--- src/sic_regs.svh ---
// Register offsets, reset values and timing counts for the stack and interrupt control
`ifndef SIC_REGS_SVH
`define SIC_REGS_SVH
`define SIC_SPL_OFFSET      6'h3D
`define SIC_SPH_OFFSET      6'h3E
`define SIC_STATUS_REGISTER_OFFSET     6'h3F
`define SIC_STATUS_REGISTER_I_BIT      7
`define SIC_SP_RESET        16'h0000
`define SIC_SP_LAST_SRAM    16'h045F
`define SIC_ENTRY_CYCLES    3'h4
`define SIC_WAKE_CYCLES     3'h4
`define SIC_RETURN_CYCLES   3'h4
`define SIC_NUM_IRQ         8
`define SIC_VEC_STEP        12'h001
`endif

--- src/sic_pkg.sv ---
// Types for the stack and interrupt control
package sic_pkg;
	typedef enum logic [2:0] {
		SIC_IDLE,
		SIC_WAKE,
		SIC_ENTRY,
		SIC_RETURN
	} sic_state_t;
endpackage

--- src/sic_core.sv ---
// Stack pointer and interrupt vectoring logic of the CPU core
// Operation
// (RQ1) Stack grows downward, pointer marks top
// (RQ2) Push stores byte, pointer minus one
// (RQ3) Call or entry saves address, minus two
// (RQ4) Pop fetches byte, pointer plus one
// (RQ5) Return restores address, pointer plus two
// (RQ6) Pointer held in I/O 0x3E/0x3D
// (RQ7) Software sets pointer before calls/interrupts
// (RQ8) Take interrupt only with both enables
// (RQ9) Vectors lowest, lower address higher priority
// (RQ10) Vector select moves vectors to boot
// (RQ11) Boot reset fuse moves reset vector
// (RQ12) Lock bits suppress interrupts by PC
// (RQ13) Entry clears global enable; nesting allowed
// (RQ14) Interrupt return sets global enable
// (RQ15) Flag interrupts cleared when vectored
// (RQ16) Write one clears flag, zero ignored
// (RQ17) Disabled flag events stay latched
// (RQ18) Level interrupts request only while present
// (RQ19) One instruction after return before next
// (RQ20) Status register never saved or restored
// (RQ21) Global disable blocks same-cycle interrupts
// (RQ22) Instruction after enable runs first
// (RQ23) Entry four cycles, sleep adds four
// (RQ24) Multi-cycle instruction completes first
// (RQ25) Return four cycles, pop two bytes
// (RQ26) Pointer reset value selectable by parameter
`timescale 1ns/100ps
`include "sic_regs.svh"
module sic_core #(
	parameter bit SP_RESET_LAST_SRAM = 1'b0
) (
	input  wire logic        clk_in,
	input  wire logic        rst_in,
	// I/O register port
	input  wire logic [5:0]  io_addr_in,
	input  wire logic        io_wr_in,
	input  wire logic        io_rd_in,
	input  wire logic [7:0]  io_wdata_in,
	output logic      [7:0]  io_rdata_out,
	// Stack operations from the sequencer
	input  wire logic        push_in,
	input  wire logic        pop_in,
	input  wire logic        call_in,
	input  wire logic        ret_in,
	input  wire logic        irq_return_instr_in,
	input  wire logic        sei_in,
	input  wire logic        cli_in,
	input  wire logic        instr_done_in,
	input  wire logic        sleeping_in,
	input  wire logic [11:0] pc_in,
	// Interrupt sources and controls
	input  wire logic [7:0]  flag_event_in,
	input  wire logic [7:0]  level_cond_in,
	input  wire logic [7:0]  is_level_in,
	input  wire logic [7:0]  irq_enable_in,
	input  wire logic [7:0]  flag_clear_wr_in,
	input  wire logic        vector_select_in,
	input  wire logic        boot_reset_fuse_in,
	input  wire logic        app_lock_bit_in,
	input  wire logic        boot_lock_bit_in,
	input  wire logic [11:0] boot_start_in,
	// Results
	output logic [15:0] stack_addr_out,
	output logic        stack_wr_out,
	output logic        stack_rd_out,
	output logic [15:0] stack_pointer_out,
	output logic        global_enable_out,
	output logic [7:0]  pending_flags_out,
	output logic        irq_take_out,
	output logic        busy_out,
	output logic [11:0] vector_addr_out,
	output logic [11:0] reset_vector_out
);

	localparam logic [15:0] SP_INIT = SP_RESET_LAST_SRAM ? `SIC_SP_LAST_SRAM : `SIC_SP_RESET;

	sic_pkg::sic_state_t state_r;
	logic [15:0] stack_pointer_r;
	logic        gie_r;
	logic [7:0]  flags_r;
	logic [2:0]  cnt_r;
	logic        hold_r;
	logic [2:0]  sel_r;
	logic [7:0]  req;
	logic        any_req;
	logic [2:0]  sel;
	logic        locked;
	logic        take;

	// Wait reasons, last return cycle and next pointer
	logic        blocked;
	logic        ret_done;
	logic [15:0] stack_pointer_nxt;

	// Lowest index wins
	function automatic logic [2:0] prio(input logic [7:0] r);
		prio = 3'h0;
		for (int i = 7; i >= 0; i--) begin
			if (r[i]) begin
				prio = 3'(i);
			end
		end
	endfunction

	// Vector base at zero or boot start
	function automatic logic [11:0] vec_base(input logic boot, input logic [11:0] b);
		vec_base = boot ? b : 12'h000;
	endfunction

	// Stack pointer moved up or down by a step
	function automatic logic [15:0] sp_move(input logic [15:0] p, input logic up,
		input logic [15:0] n);
		sp_move = up ? p + n : p - n;
	endfunction

	// Reasons a request must wait this cycle
	always_comb begin
		locked = (app_lock_bit_in && pc_in < boot_start_in)
			|| (boot_lock_bit_in && pc_in >= boot_start_in); // RQ12
		blocked = cli_in || hold_r || !instr_done_in || locked; // RQ21 RQ22 RQ19 RQ24
		blocked = blocked || state_r != sic_pkg::SIC_IDLE; // RQ24
	end

	// Requests from latched flags and present levels
	always_comb begin
		req = (is_level_in & level_cond_in) | (~is_level_in & flags_r); // RQ18 RQ17
		req = req & irq_enable_in;
		any_req = |req;
		sel = prio(req); // RQ9
		take = any_req && gie_r && !blocked; // RQ8
	end

	// Last cycle of an interrupt return
	assign ret_done = state_r == sic_pkg::SIC_RETURN && cnt_r == `SIC_RETURN_CYCLES;

	// Sequencer state
	always_ff @(posedge clk_in or posedge rst_in) begin
		if (rst_in) begin
			state_r <= sic_pkg::SIC_IDLE;
		end else begin
			unique case (state_r)
				sic_pkg::SIC_IDLE: begin
					if (take) begin
						state_r <= sleeping_in ? sic_pkg::SIC_WAKE : sic_pkg::SIC_ENTRY; // RQ23
					end else if (irq_return_instr_in) begin
						state_r <= sic_pkg::SIC_RETURN;
					end
				end
				sic_pkg::SIC_WAKE: begin
					if (cnt_r == `SIC_WAKE_CYCLES) begin
						state_r <= sic_pkg::SIC_ENTRY; // RQ23
					end
				end
				sic_pkg::SIC_ENTRY: begin
					if (cnt_r == `SIC_ENTRY_CYCLES) begin
						state_r <= sic_pkg::SIC_IDLE; // RQ23
					end
				end
				sic_pkg::SIC_RETURN: begin
					if (ret_done) begin
						state_r <= sic_pkg::SIC_IDLE; // RQ25
					end
				end
			endcase
		end
	end

	// Cycle counter; restarts at one on each new phase
	always_ff @(posedge clk_in or posedge rst_in) begin
		if (rst_in) begin
			cnt_r <= 3'h0;
		end else if (state_r == sic_pkg::SIC_IDLE) begin
			cnt_r <= 3'h1;
		end else if (state_r == sic_pkg::SIC_WAKE && cnt_r == `SIC_WAKE_CYCLES) begin
			cnt_r <= 3'h1;
		end else begin
			cnt_r <= cnt_r + 3'h1;
		end
	end

	// Source captured at acceptance selects the vector
	always_ff @(posedge clk_in or posedge rst_in) begin
		if (rst_in) begin
			sel_r <= 3'h0;
		end else if (take) begin
			sel_r <= sel;
		end
	end

	// One instruction must pass after return or enable
	always_ff @(posedge clk_in or posedge rst_in) begin
		if (rst_in) begin
			hold_r <= 1'b0;
		end else if (ret_done || sei_in) begin
			hold_r <= 1'b1; // RQ19 RQ22
		end else if (instr_done_in) begin
			hold_r <= 1'b0;
		end
	end

	// Global enable: entry clears, return and enable set
	always_ff @(posedge clk_in or posedge rst_in) begin
		if (rst_in) begin
			gie_r <= 1'b0;
		end else if (take || cli_in) begin
			gie_r <= 1'b0; // RQ13 RQ21
		end else if (ret_done) begin
			gie_r <= 1'b1; // RQ14 RQ25
		end else if (sei_in) begin
			gie_r <= 1'b1;
		end else if (io_wr_in && io_addr_in == `SIC_STATUS_REGISTER_OFFSET) begin
			gie_r <= io_wdata_in[`SIC_STATUS_REGISTER_I_BIT]; // RQ13 RQ20
		end
	end

	// Pending flags; a new event wins over any clear
	always_ff @(posedge clk_in or posedge rst_in) begin
		if (rst_in) begin
			flags_r <= 8'h00;
		end else begin
			for (int i = 0; i < `SIC_NUM_IRQ; i++) begin
				if (flag_event_in[i]) begin
					flags_r[i] <= 1'b1; // RQ17
				end else if (flag_clear_wr_in[i]) begin
					flags_r[i] <= 1'b0; // RQ16
				end else if (take && !is_level_in[i] && sel == 3'(i)) begin
					flags_r[i] <= 1'b0; // RQ15
				end
			end
		end
	end

	// Next stack pointer; entry and return outrank the sequencer
	always_comb begin
		stack_pointer_nxt = stack_pointer_r;
		if (state_r == sic_pkg::SIC_ENTRY && cnt_r == 3'h1) begin
			stack_pointer_nxt = sp_move(stack_pointer_r, 1'b0, 16'h0002); // RQ3
		end else if (state_r == sic_pkg::SIC_RETURN && cnt_r == 3'h1) begin
			stack_pointer_nxt = sp_move(stack_pointer_r, 1'b1, 16'h0002); // RQ5 RQ25
		end else if (push_in) begin
			stack_pointer_nxt = sp_move(stack_pointer_r, 1'b0, 16'h0001); // RQ2 RQ1
		end else if (pop_in) begin
			stack_pointer_nxt = sp_move(stack_pointer_r, 1'b1, 16'h0001); // RQ4
		end else if (call_in) begin
			stack_pointer_nxt = sp_move(stack_pointer_r, 1'b0, 16'h0002); // RQ3
		end else if (ret_in) begin
			stack_pointer_nxt = sp_move(stack_pointer_r, 1'b1, 16'h0002); // RQ5
		end else if (io_wr_in && io_addr_in == `SIC_SPL_OFFSET) begin
			stack_pointer_nxt[7:0] = io_wdata_in; // RQ6
		end else if (io_wr_in && io_addr_in == `SIC_SPH_OFFSET) begin
			stack_pointer_nxt[15:8] = io_wdata_in; // RQ6
		end
	end

	// Stack pointer register
	always_ff @(posedge clk_in or posedge rst_in) begin
		if (rst_in) begin
			stack_pointer_r <= SP_INIT; // RQ26
		end else begin
			stack_pointer_r <= stack_pointer_nxt;
		end
	end

	// Read data for I/O reads; only the I bit is held here
	always_ff @(posedge clk_in or posedge rst_in) begin
		if (rst_in) begin
			io_rdata_out <= 8'h00;
		end else if (io_rd_in) begin
			unique case (io_addr_in)
				`SIC_SPL_OFFSET:  io_rdata_out <= stack_pointer_r[7:0]; // RQ6
				`SIC_SPH_OFFSET:  io_rdata_out <= stack_pointer_r[15:8];
				`SIC_STATUS_REGISTER_OFFSET: io_rdata_out <= {gie_r, 7'h00};
				default:          io_rdata_out <= 8'h00;
			endcase
		end
	end

	// Stack memory strobes: push writes at pointer, pop reads above it
	always_comb begin
		stack_wr_out   = push_in || call_in || (state_r == sic_pkg::SIC_ENTRY && cnt_r <= 3'h2);
		stack_rd_out   = pop_in || ret_in || (state_r == sic_pkg::SIC_RETURN && cnt_r <= 3'h2);
		stack_addr_out = stack_rd_out ? stack_pointer_r + 16'h0001 : stack_pointer_r; // RQ1
	end

	// Vector outputs
	assign vector_addr_out  = vec_base(vector_select_in, boot_start_in)
		+ 12'((sel_r + 4'h1) * 2); // RQ10 RQ9
	assign reset_vector_out = vec_base(boot_reset_fuse_in, boot_start_in); // RQ11

	// Register views and status
	assign stack_pointer_out = stack_pointer_r;
	assign global_enable_out = gie_r;
	assign pending_flags_out = flags_r;
	assign irq_take_out      = take;
	assign busy_out          = state_r != sic_pkg::SIC_IDLE; // RQ24

endmodule

--- config.mk ---
export PLATFORM = sky130hd
export DESIGN_NAME = sic_core
export DESIGN_NICKNAME = d
export VERILOG_FILES = /design/src/sic_pkg.sv /design/src/sic_core.sv
export VERILOG_INCLUDE_DIRS = /design/src /design/src/src
export SDC_FILE = /design/constraint.sdc
export NUM_CORES = 1
export LEC_CHECK = 0
export BUFFER_PORTS_ARGS = -buffer_cell sky130_fd_sc_hd__buf_2
export CORE_MARGIN = 5
export CORE_UTILIZATION = 30
export DETAILED_ROUTE_END_ITERATION = 6
export SETUP_SLACK_MARGIN = 0.5
export SYNTH_ARGS = -nofsm -noshare
export SYNTH_HDL_FRONTEND = slang
export SYNTH_SLANG_ARGS = --single-unit
--- constraint.sdc ---
create_clock -name clk_in -period 8.3 [get_ports clk_in]
set_input_delay 2.075 -clock clk_in [delete_from_list [all_inputs] [get_ports clk_in]]
set_output_delay 2.075 -clock clk_in [all_outputs]
set_load 0.01 [all_outputs]
==> results of run 1 <==
==> final cells by class <==
cell class                 instances  share of cell area
clock buffer                       6              0.0207
clock inverter                     2             0.00221
timing repair buffer             175               0.142
sequential                        42               0.169
tap                              220              0.0441
multi-input combinational        570               0.594
inverter                          47              0.0283
==> metal layers <==
metal	vias to the layer above	global-route usage
li1	2821	-
met1	2776	0.238
met2	328	0.335
met3	44	0.0457
met4	4	0.0586
met5	-	0
==> where the power goes <==
| part | leakage, nW | switching [mW] | internal [mW] |
|---|---|---|---|
| Sequential | 0.494 | 0.230 | 0.262 |
| Clock | 0.0708 | 0.0885 | 0.112 |
| Combinational | 2.17 | 0.526 | 0.405 |
| Total | 2.74 | 0.844 | 0.779 |
==> cell families after synthesis <==
family	Yosys count	share of synthesized area
AOI/OAI and AO/OA	206	0.266
buffers and inverters	98	0.0736
adders and majority gates	27	0.0673
xor gates and xnor gates	52	0.0887
muxes	16	0.0334
DFF	42	0.205
and+or+nand+nor	269	0.267
==> sequential cells by signal, summed over array words and instances, names as in the netlist <==
| signal | flops |
|---|---|
| cnt_r | 3 |
| global_enable_out | 1 |
| hold_r | 1 |
| io_rdata_out | 8 |
| pending_flags_out | 8 |
| sel_r | 3 |
| stack_pointer_out | 16 |
| state_r | 2 |
==> worst max path at each step <==
| stage | from | endpoint | slack (ns) | cells after the start |
|---|---|---|---|---|
| 3_3_place_gp | vector_select_in | vector_addr_out[11] | 2.16 | 11 |
| 3_5_place_dp | vector_select_in | vector_addr_out[11] | 2.13 | 11 |
| 4_1_cts | vector_select_in | vector_addr_out[11] | 2.12 | 11 |
| 5_1_grt | vector_select_in | vector_addr_out[11] | 1.98 | 11 |
| 6_report | vector_select_in | vector_addr_out[11] | 2.13 | 11 |
| 2_1_floorplan | vector_select_in | vector_addr_out[11] | 2.36 | 10 |
==> stage by stage <==
step | util | worst slack (ns) | instances | hold slack (ns) | cell area [µm²]
3_3_place_gp | 0.365 | 2.16 | 1054 | 0.501 | 6090
6_report | 0.373 | 2.13 | 1062 | 0.521 | 6240
5_1_grt | 0.373 | 1.98 | 1062 | 0.548 | 6240
4_1_cts | 0.373 | 2.12 | 1062 | 0.528 | 6240
2_1_floorplan | - | 2.36 | 710 | 0.467 | 5130
3_5_place_dp | 0.365 | 2.13 | 1054 | 0.519 | 6090
==> cells in the final DEF (no fill, tap or decap), types with 14 or more instances in the layout <==
cell type,count
dfrtp_1,42
inv_1,46
ha_1,26
and2_1,24
nand2_1,68
a21oi_1,62
nor2_1,67
o21ai_0,28
xor2_1,14
nor3_1,21
o22ai_1,17
buf_2,171
xnor2_1,38
a31oi_1,16
nand3_1,25
==> flow_summary.ini, run 1 <==
[critical_path]
cp.arrival_ns = 4.10
worst_path_max_delay_cell = fa_1
path_cells = buf_2 > and2_1 > ha_1 > fa_1 > a21o_1 > a21oi_1 > nor3_1 > nand3_1 > xnor2_1 > and2_1 > buf_2
required_ns = 6.23
critPathBufInv = 2
crit_path_max_incr_delay_ns = 0.40
rrSetupSlack_ns = 5.18
start_kind = input pin
endpoint_kind = output pin
worstPathMaxFanout = 12
r2r_cells = 7
crit_family = adder cells
critPathKind = in2out
r2r-end = stack_pointer_out[12]$_DFFE_PP0P_
regToRegStartpoint = stack_pointer_out[3]$_DFFE_PP0P_

[synthesis]
synthTopCellsByCount = 68 x nand2_1, 67 x nor2_1, 62 x a21oi_1
synth_ff_type = dfrtp_1
ys_ff_latch = 42
synth-edff-count = 0
synth_warnings = 0
yosysTopAreaCellShare = 0.205
yosysTopAreaCell = dfrtp_1
syn_area_um2 = 5130
yosys.cell_count.top_type = nand2_1
synthTopCellsByArea = dfrtp_1 20%, xnor2_1 6.5%, ha_1 6.3%
yosysUniqueCellTypes = 73
syn_area_per_cell_um2 = 7.23
netlist_instances = 710
synth_fp_nets = 832
synth-seq-area-share = 0.205
async_flop_share = 1.00

[floorplan]
die-area_um2 = 19800
core-area_um2 = 16700
start_util = 0.307
num_io_pins = 172
dieHeight_um = 141
die_w_um = 141
rows = 47

[status]
outcome = complete, no violations

[drt]
wl_met1_um = 8060
met3WireLength_um = 1700
wl_met2_um = 9540
vias = 5973
drc = 0
firstDrtPassIters = 5
via_per_inst = 5.62
wl_per_cell_um = 18.7
wirelength_um = 19800
drtAntennaViolNets = 0
routed.top_layer = met5
drt_iter0_drc = 453

[min_path]
min-delay-start = cnt_r[0]$_DFF_PP0_
hold_depth = 1
hp-class = reg2reg
min_to = cnt_r[0]$_DFF_PP0_

[clock_network]
cts-root-buf = clkbuf_16
numClockSinks = 42
clk_latency_ns = 0.30
clockBufferDepth = 2
h-tree-depth = 2
cts_buffers = 5
post_cts_resized = 0
post_cts_buffers = 0
ctsHoldBuffers = 0
cts_tree = done
clkTransAtPathRegs_ns = 0.06

[sta]
min_period_over_period = 0.744
clock-skew-final_ns = 0.00554
post-route-min-period_ns = 6.17
slew_headroom = 0.359
fmax_ghz = 0.162
final-setup-viol-count = 0
finalSetupTns_ns = 0
finalHoldViolations = 0
tightest_slew_ns = 0.960
finalMaxSlewViolations = 0
rsz0062_at_grt = no

[finish]
area_growth_pct = 21.5
n_antenna_cell = 0
fill_cells = 1803
regArea_um2 = 1050
nNetsFinal = 963
multiInputGateArea_um2 = 3700
layout-drive-gt1-share = 0.243

[global_routing]
antenna_found_initial = 2
grt.overflow.total = 0
grt_max_degree = 43
grt_pass1_vias = 5706
grt_pass1_wl_um = 30900
gr-usage-all-layers = 0.193

[power]
power.leakage_nw = 2.74
fin_total_pwr_mw = 1.62
peakVddDrop_v = 0.000143
p_per_area_nw_per_um2 = 260

[place]
gp_congestion = 0.929
io_buffer_count = 171
dp_hpwl_um = 15100

[flow_run]
maxCapViolCount = 0
Note: power is estimated with default switching activity, not from simulation.
==> run 2: changes to the inputs <==
--- a/config.mk
+++ b/config.mk
@@ -6,6 +6,7 @@
 export SDC_FILE = /design/constraint.sdc
 export NUM_CORES = 1
 export LEC_CHECK = 0
+export ABC_AREA = 1
 export BUFFER_PORTS_ARGS = -buffer_cell sky130_fd_sc_hd__buf_2
 export CORE_MARGIN = 5
 export CORE_UTILIZATION = 30
==> constraint.sdc (replaced) <==
create_clock -name clk_in -period 6.2 [get_ports clk_in]
set_input_delay 1.55 -clock clk_in [delete_from_list [all_inputs] [get_ports clk_in]]
set_output_delay 1.55 -clock clk_in [all_outputs]
set_load 0.01 [all_outputs]
==> flow_summary.ini, run 2 <==
[finish]
area_growth_pct = 21.8
mostFrequentLayoutCell = nand2_1
largest_reg_flops = 16
final_cell_mix = 300 x nand2_1, 171 x buf_2, 135 x inv_1, 76 x nor2_1, 71 x nand3_1
utilization = 0.369
fill_cells = 2031
nNetsFinal = 1190
layout-drive-gt1-share = 0.222
n_antenna_cell = 0

[global_routing]
antenna_found_initial = 0
grt_max_degree = 43
grt_pass1_wl_um = 30400
grt_pass1_vias = 5809
gr-usage-all-layers = 0.184
grt.overflow.total = 0

[drt]
drc = 0
drt_iter0_drc = 542
wirelength_um = 19800
via_per_inst = 4.88
wl_per_cell_um = 15.3
firstDrtPassIters = 6
vias = 6339
drtAntennaViolNets = 0

[synthesis]
synth-seq-area-share = 0.194
async_flop_share = 1.00
synth_warnings = 0
yosys.cell_count.top_type = nand2_1
synthTopCellsByArea = nand2_1 21%, dfrtp_1 19%, inv_1 9.4%
netlist_instances = 916
synthTopCellsByCount = 300 x nand2_1, 136 x inv_1, 76 x nor2_1
synth-edff-count = 0
yosysUniqueCellTypes = 42
syn_area_um2 = 5410
ys_ff_latch = 42
yosysTopAreaCellShare = 0.208
synth_ff_type = dfrtp_1
syn_area_per_cell_um2 = 5.90
yosysTopAreaCell = nand2_1
synth_fp_nets = 1038

[sta]
finalHoldViolations = 0
post-route-min-period_ns = 4.87
min_period_over_period = 0.785
finalMaxSlewViolations = 0
slew_headroom = 0.353
clock-skew-final_ns = 0.00976
setup_slack_ns = 1.33
rsz0062_at_grt = no
final-setup-viol-count = 0
fmax_ghz = 0.205
tightest_slew_ns = 0.968
finalSetupTns_ns = 0

[floorplan]
die-area_um2 = 20800
die_w_um = 144
dieHeight_um = 144
start_util = 0.303
core-area_um2 = 17800
num_io_pins = 172
rows = 49

[clock_network]
clockBufferDepth = 2
ctsHoldBuffers = 0
cts_tree = done
numClockSinks = 42
clkTransAtPathRegs_ns = 0.07
h-tree-depth = 2
cts-root-buf = clkbuf_16
post_cts_resized = 0
post_cts_buffers = 0
clk_latency_ns = 0.30
cts_buffers = 5

[power]
p_sw_frac = 0.546
combPwrFrac = 0.615
p_per_area_nw_per_um2 = 346
power_frac_clock = 0.140
seq_power_share = 0.245
p_sw_mw = 1.24
peakVddDrop_v = 0.000121
power.internal_mw = 1.03
power.leakage_nw = 3.78

[place]
dp_hpwl_um = 15800
gp_congestion = 0.925
io_buffer_count = 171
dp_slack_ns = 1.31

[status]
outcome = complete, no violations

[min_path]
hp-class = reg2reg

[critical_path]
start_kind = input pin
critPathKind = in2out
endpoint_kind = output pin
required_ns = 4.65
cp.arrival_ns = 3.32
worstPathMaxFanout = 13

[flow_run]
maxCapViolCount = 0
## run 2: area by class of cell
type,count,area (µm²),share of cell area
multi-input cells,702,3660,0.556
flip-flops and latches,42,1050,0.160
repair buffers,174,878,0.133
inverters,143,537,0.0815
well taps,229,287,0.0435
clock buffers,5,125,0.0190
clock inverters,3,43.8,0.00665
## run 2: through the flow
step                cells  hold WS (ns)  power [mW]  instance area, µm²
detailed placement   1290         0.490        1.95                6410
CTS                  1298         0.506        2.28                6580
finish               1298         0.502        2.28                6580
global route         1298         0.530        2.48                6580
floorplan             916         0.461        1.52                5410
global placement     1290         0.487        1.94                6410
## run 2: routing by layer
layer | global-route usage | wire, µm | share of wire
met5 | 0 | 0 | 0
met3 | 0.0228 | 1420 | 0.071
met1 | 0.240 | 8370 | 0.42
met2 | 0.317 | 9420 | 0.48
met4 | 0.0584 | 603 | 0.030
## run 2: worst paths after layout
kind / start / endpoint / cells past startpoint / slack (ns)
max in group asynchronous: rst_in / pending_flags_out[4]$_DFFE_PP0P_ / 2 / 4.12
hold / removal: io_rdata_out[3]$_DFFE_PP0P_ / io_rdata_out[3]$_DFFE_PP0P_ / 1 / 0.50
setup / recovery: vector_select_in / vector_addr_out[11] / 13 / 1.33
setup reg to reg: cnt_r[1]$_DFF_PP0_ / stack_pointer_out[5]$_DFFE_PP0P_ / 10 / 3.37
min in group asynchronous: rst_in / stack_pointer_out[11]$_DFFE_PP0P_ / 2 / 1.48
hold reg to reg: io_rdata_out[3]$_DFFE_PP0P_ / io_rdata_out[3]$_DFFE_PP0P_ / 1 / 0.50
## run 2: cells by family (layout without fill, tap and decap cells)
family / Yosys count / in the layout / share of synthesized area
simple gates: 514 / 514 / 0.420
buf+inv: 172 / 325 / 0.128
compound gates: 123 / 123 / 0.128
flops: 42 / 42 / 0.194
xor+xnor: 31 / 31 / 0.0502
fa+ha+maj: 27 / 27 / 0.0639
mux: 7 / 7 / 0.0146
## run 2: power by group through the flow
| stage | Sequential [mW] | Combinational, mW | Clock (mW) |
|---|---|---|---|
| 3_3_place_gp | 0.557 | 1.39 | 0 |
| 5_1_grt | 0.573 | 1.57 | 0.334 |
| 3_5_place_dp | 0.561 | 1.39 | 0 |
| 6_report | 0.557 | 1.40 | 0.319 |
| 2_1_floorplan | 0.456 | 1.07 | 0 |
| 4_1_cts | 0.555 | 1.40 | 0.326 |
## run 2: critical path, cell delays in order
cell	delay, ns
buf_2	0.22
nand2_1	0.08
inv_1	0.06
ha_1	0.18
fa_1	0.23
nand3_1	0.09
nand3_1	0.11
nand3_1	0.11
nor2_1	0.12
nand2_1	0.09
nor3_1	0.19
xnor2_1	0.14
buf_2	0.14
==> run 3: changes to the inputs <==
--- a/config.mk
+++ b/config.mk
@@ -6,7 +6,7 @@
 export SDC_FILE = /design/constraint.sdc
 export NUM_CORES = 1
 export LEC_CHECK = 0
-export ABC_AREA = 1
+export ABC_AREA = 0
 export BUFFER_PORTS_ARGS = -buffer_cell sky130_fd_sc_hd__buf_2
 export CORE_MARGIN = 5
 export CORE_UTILIZATION = 30
==> constraint.sdc (replaced) <==
create_clock -name clk_in -period 4.1 [get_ports clk_in]
set_input_delay 1.025 -clock clk_in [delete_from_list [all_inputs] [get_ports clk_in]]
set_output_delay 1.025 -clock clk_in [all_outputs]
set_load 0.01 [all_outputs]
==> flow_summary.ini, run 3 (same netlist as run 1, synthesis figures left out) <==
[critical_path]
endpoint_kind = output pin
required_ns = 3.07
cp.arrival_ns = 2.65
critPathKind = in2out
path_cells = buf_6 > and2_4 > ha_4 > fa_2 > a21o_1 > a21oi_4 > nor3_2 > nand3_1 > xnor2_1 > and2_4 > buf_6
start_kind = input pin
worstPathMaxFanout = 3
worst_path_max_delay_cell = fa_2
crit_path_max_incr_delay_ns = 0.35

[floorplan]
die_w_um = 141
start_util = 0.307
core-area_um2 = 16700
rows = 47
dieHeight_um = 141
die-area_um2 = 19800
num_io_pins = 172

[sta]
slew_headroom = 0.349
final-setup-viol-count = 0
min_period_over_period = 0.897
finalMaxSlewViolations = 0
clock-skew-final_ns = 0.00877
finalSetupTns_ns = 0
hold_slack_ns = 0.515
rsz0062_at_grt = yes
setup_slack_ns = 0.423
finalHoldViolations = 0
tightest_slew_ns = 0.976
post-route-min-period_ns = 3.68
fmax_ghz = 0.272

[global_routing]
grt_max_degree = 43
grt.overflow.total = 0
grt_pass1_wl_um = 31600
antenna_found_initial = 2
grt_pass1_vias = 5869
gr-usage-all-layers = 0.197

[finish]
mostFrequentLayoutCell = buf_2
layout-drive-gt1-share = 0.303
nNetsFinal = 989
area_growth_pct = 30.0
final_cell_mix = 166 x buf_2, 68 x nand2_1, 66 x nor2_1, 59 x a21oi_1
n_antenna_cell = 0
largest_reg_flops = 16
fill_cells = 1801
regArea_um2 = 1050
multiInputGateArea_um2 = 3910
final_cell_area_um2 = 6670

[place]
gp_congestion = 0.918
io_buffer_count = 171
placed_area_um2 = 6260
dp_slack_ns = 0.243
dp_hpwl_um = 15400

[clock_network]
numClockSinks = 42
cts_buffers = 5
h-tree-depth = 2
cts_tree = done
clk_latency_ns = 0.29
cts-root-buf = clkbuf_16
clkTransAtPathRegs_ns = 0.06
clockBufferDepth = 2

[drt]
drc = 0
wl_per_cell_um = 18.7
vias = 6044
drtAntennaViolNets = 0
via_per_inst = 5.56
wirelength_um = 20300
drt_iter0_drc = 473
firstDrtPassIters = 6

[min_path]
hp-class = reg2reg

[power]
p_per_area_nw_per_um2 = 520
peakVddDrop_v = 0.000278
power.leakage_nw = 2.89
fin_total_pwr_mw = 3.47

[flow_run]
maxCapViolCount = 0

[status]
outcome = complete, no violations
## run 3: cell types whose count changed in the layout (fill, tap and decap cells not counted), sizes merged, moves of 10 or more
| cell | before | now |
|---|---|---|
| nor3 | 5 | 24 |
| a21oi | 34 | 62 |
| xnor2 | 3 | 38 |
| nor2b | 0 | 10 |
| nand2 | 306 | 68 |
| and2 | 4 | 26 |
| buf | 174 | 201 |
| nor2 | 98 | 67 |
| a31oi | 6 | 16 |
| inv | 143 | 47 |
| xor2 | 28 | 14 |
| o21ai | 55 | 28 |
| nand3 | 76 | 26 |
## run 3: layout make-up
cell class | instances | share of cell area
tap | 220 | 0.0413
clock buffer | 5 | 0.0188
clock inverter | 2 | 0.00225
multi-input combinational | 570 | 0.586
timing repair buffer | 201 | 0.167
sequential | 42 | 0.158
inverter | 47 | 0.0264
## run 3: metal layers
layer,part of all wire,vias up,GRT usage
li1,-,2881,-
met1,0.42,2793,0.255
met2,0.46,338,0.330
met3,0.10,28,0.0491
met4,0.018,4,0.0459
met5,0.0010,-,0
## run 3: through the flow
stage / util / cells
floorplan: - / 710
global placement: 0.375 / 1072
detailed placement: 0.375 / 1072
CTS: 0.389 / 1083
global route: 0.400 / 1087
finish: 0.400 / 1087
## run 3: path summary, 6_finish.rpt
check	endpoint	slack, ns	depth (start not counted)	startpoint
worst max-delay path	vector_addr_out[11]	0.42	11	boot_start_in[1]
worst min-delay path	cnt_r[0]$_DFF_PP0_	0.52	1	cnt_r[0]$_DFF_PP0_
worst max register to register	stack_pointer_out[8]$_DFFE_PP0P_	1.14	10	stack_pointer_out[0]$_DFFE_PP0P_
worst min register to register	cnt_r[0]$_DFF_PP0_	0.52	1	cnt_r[0]$_DFF_PP0_
max in group asynchronous	stack_pointer_out[9]$_DFFE_PP0P_	2.52	2	rst_in
min in group asynchronous	io_rdata_out[7]$_DFFE_PP0P_	0.96	2	rst_in
## run 3: worst max-delay path: cells and delay by family
family | cells | cell delay [ns]
compound gates | 2 | 0.34
simple gates | 4 | 0.46
fa+ha+maj | 2 | 0.51
buf+inv | 2 | 0.19
xor+xnor | 1 | 0.12
## run 3: timing repair
item,in CTS,in global routing
gates resized for setup,14,26
endpoints found under the setup margin,7,13
setup buffers,4,4
hold endpoints to repair,0,0
hold buffers,0,0
pin swaps,12,26
## run 3: power breakdown
| group | total [mW] | switching (mW) | internal (mW) |
|---|---|---|---|
| Combinational | 2.26 | 1.33 | 0.935 |
| Clock | 0.399 | 0.176 | 0.223 |
| Sequential | 0.810 | 0.276 | 0.534 |
| Total | 3.47 | 1.78 | 1.69 |
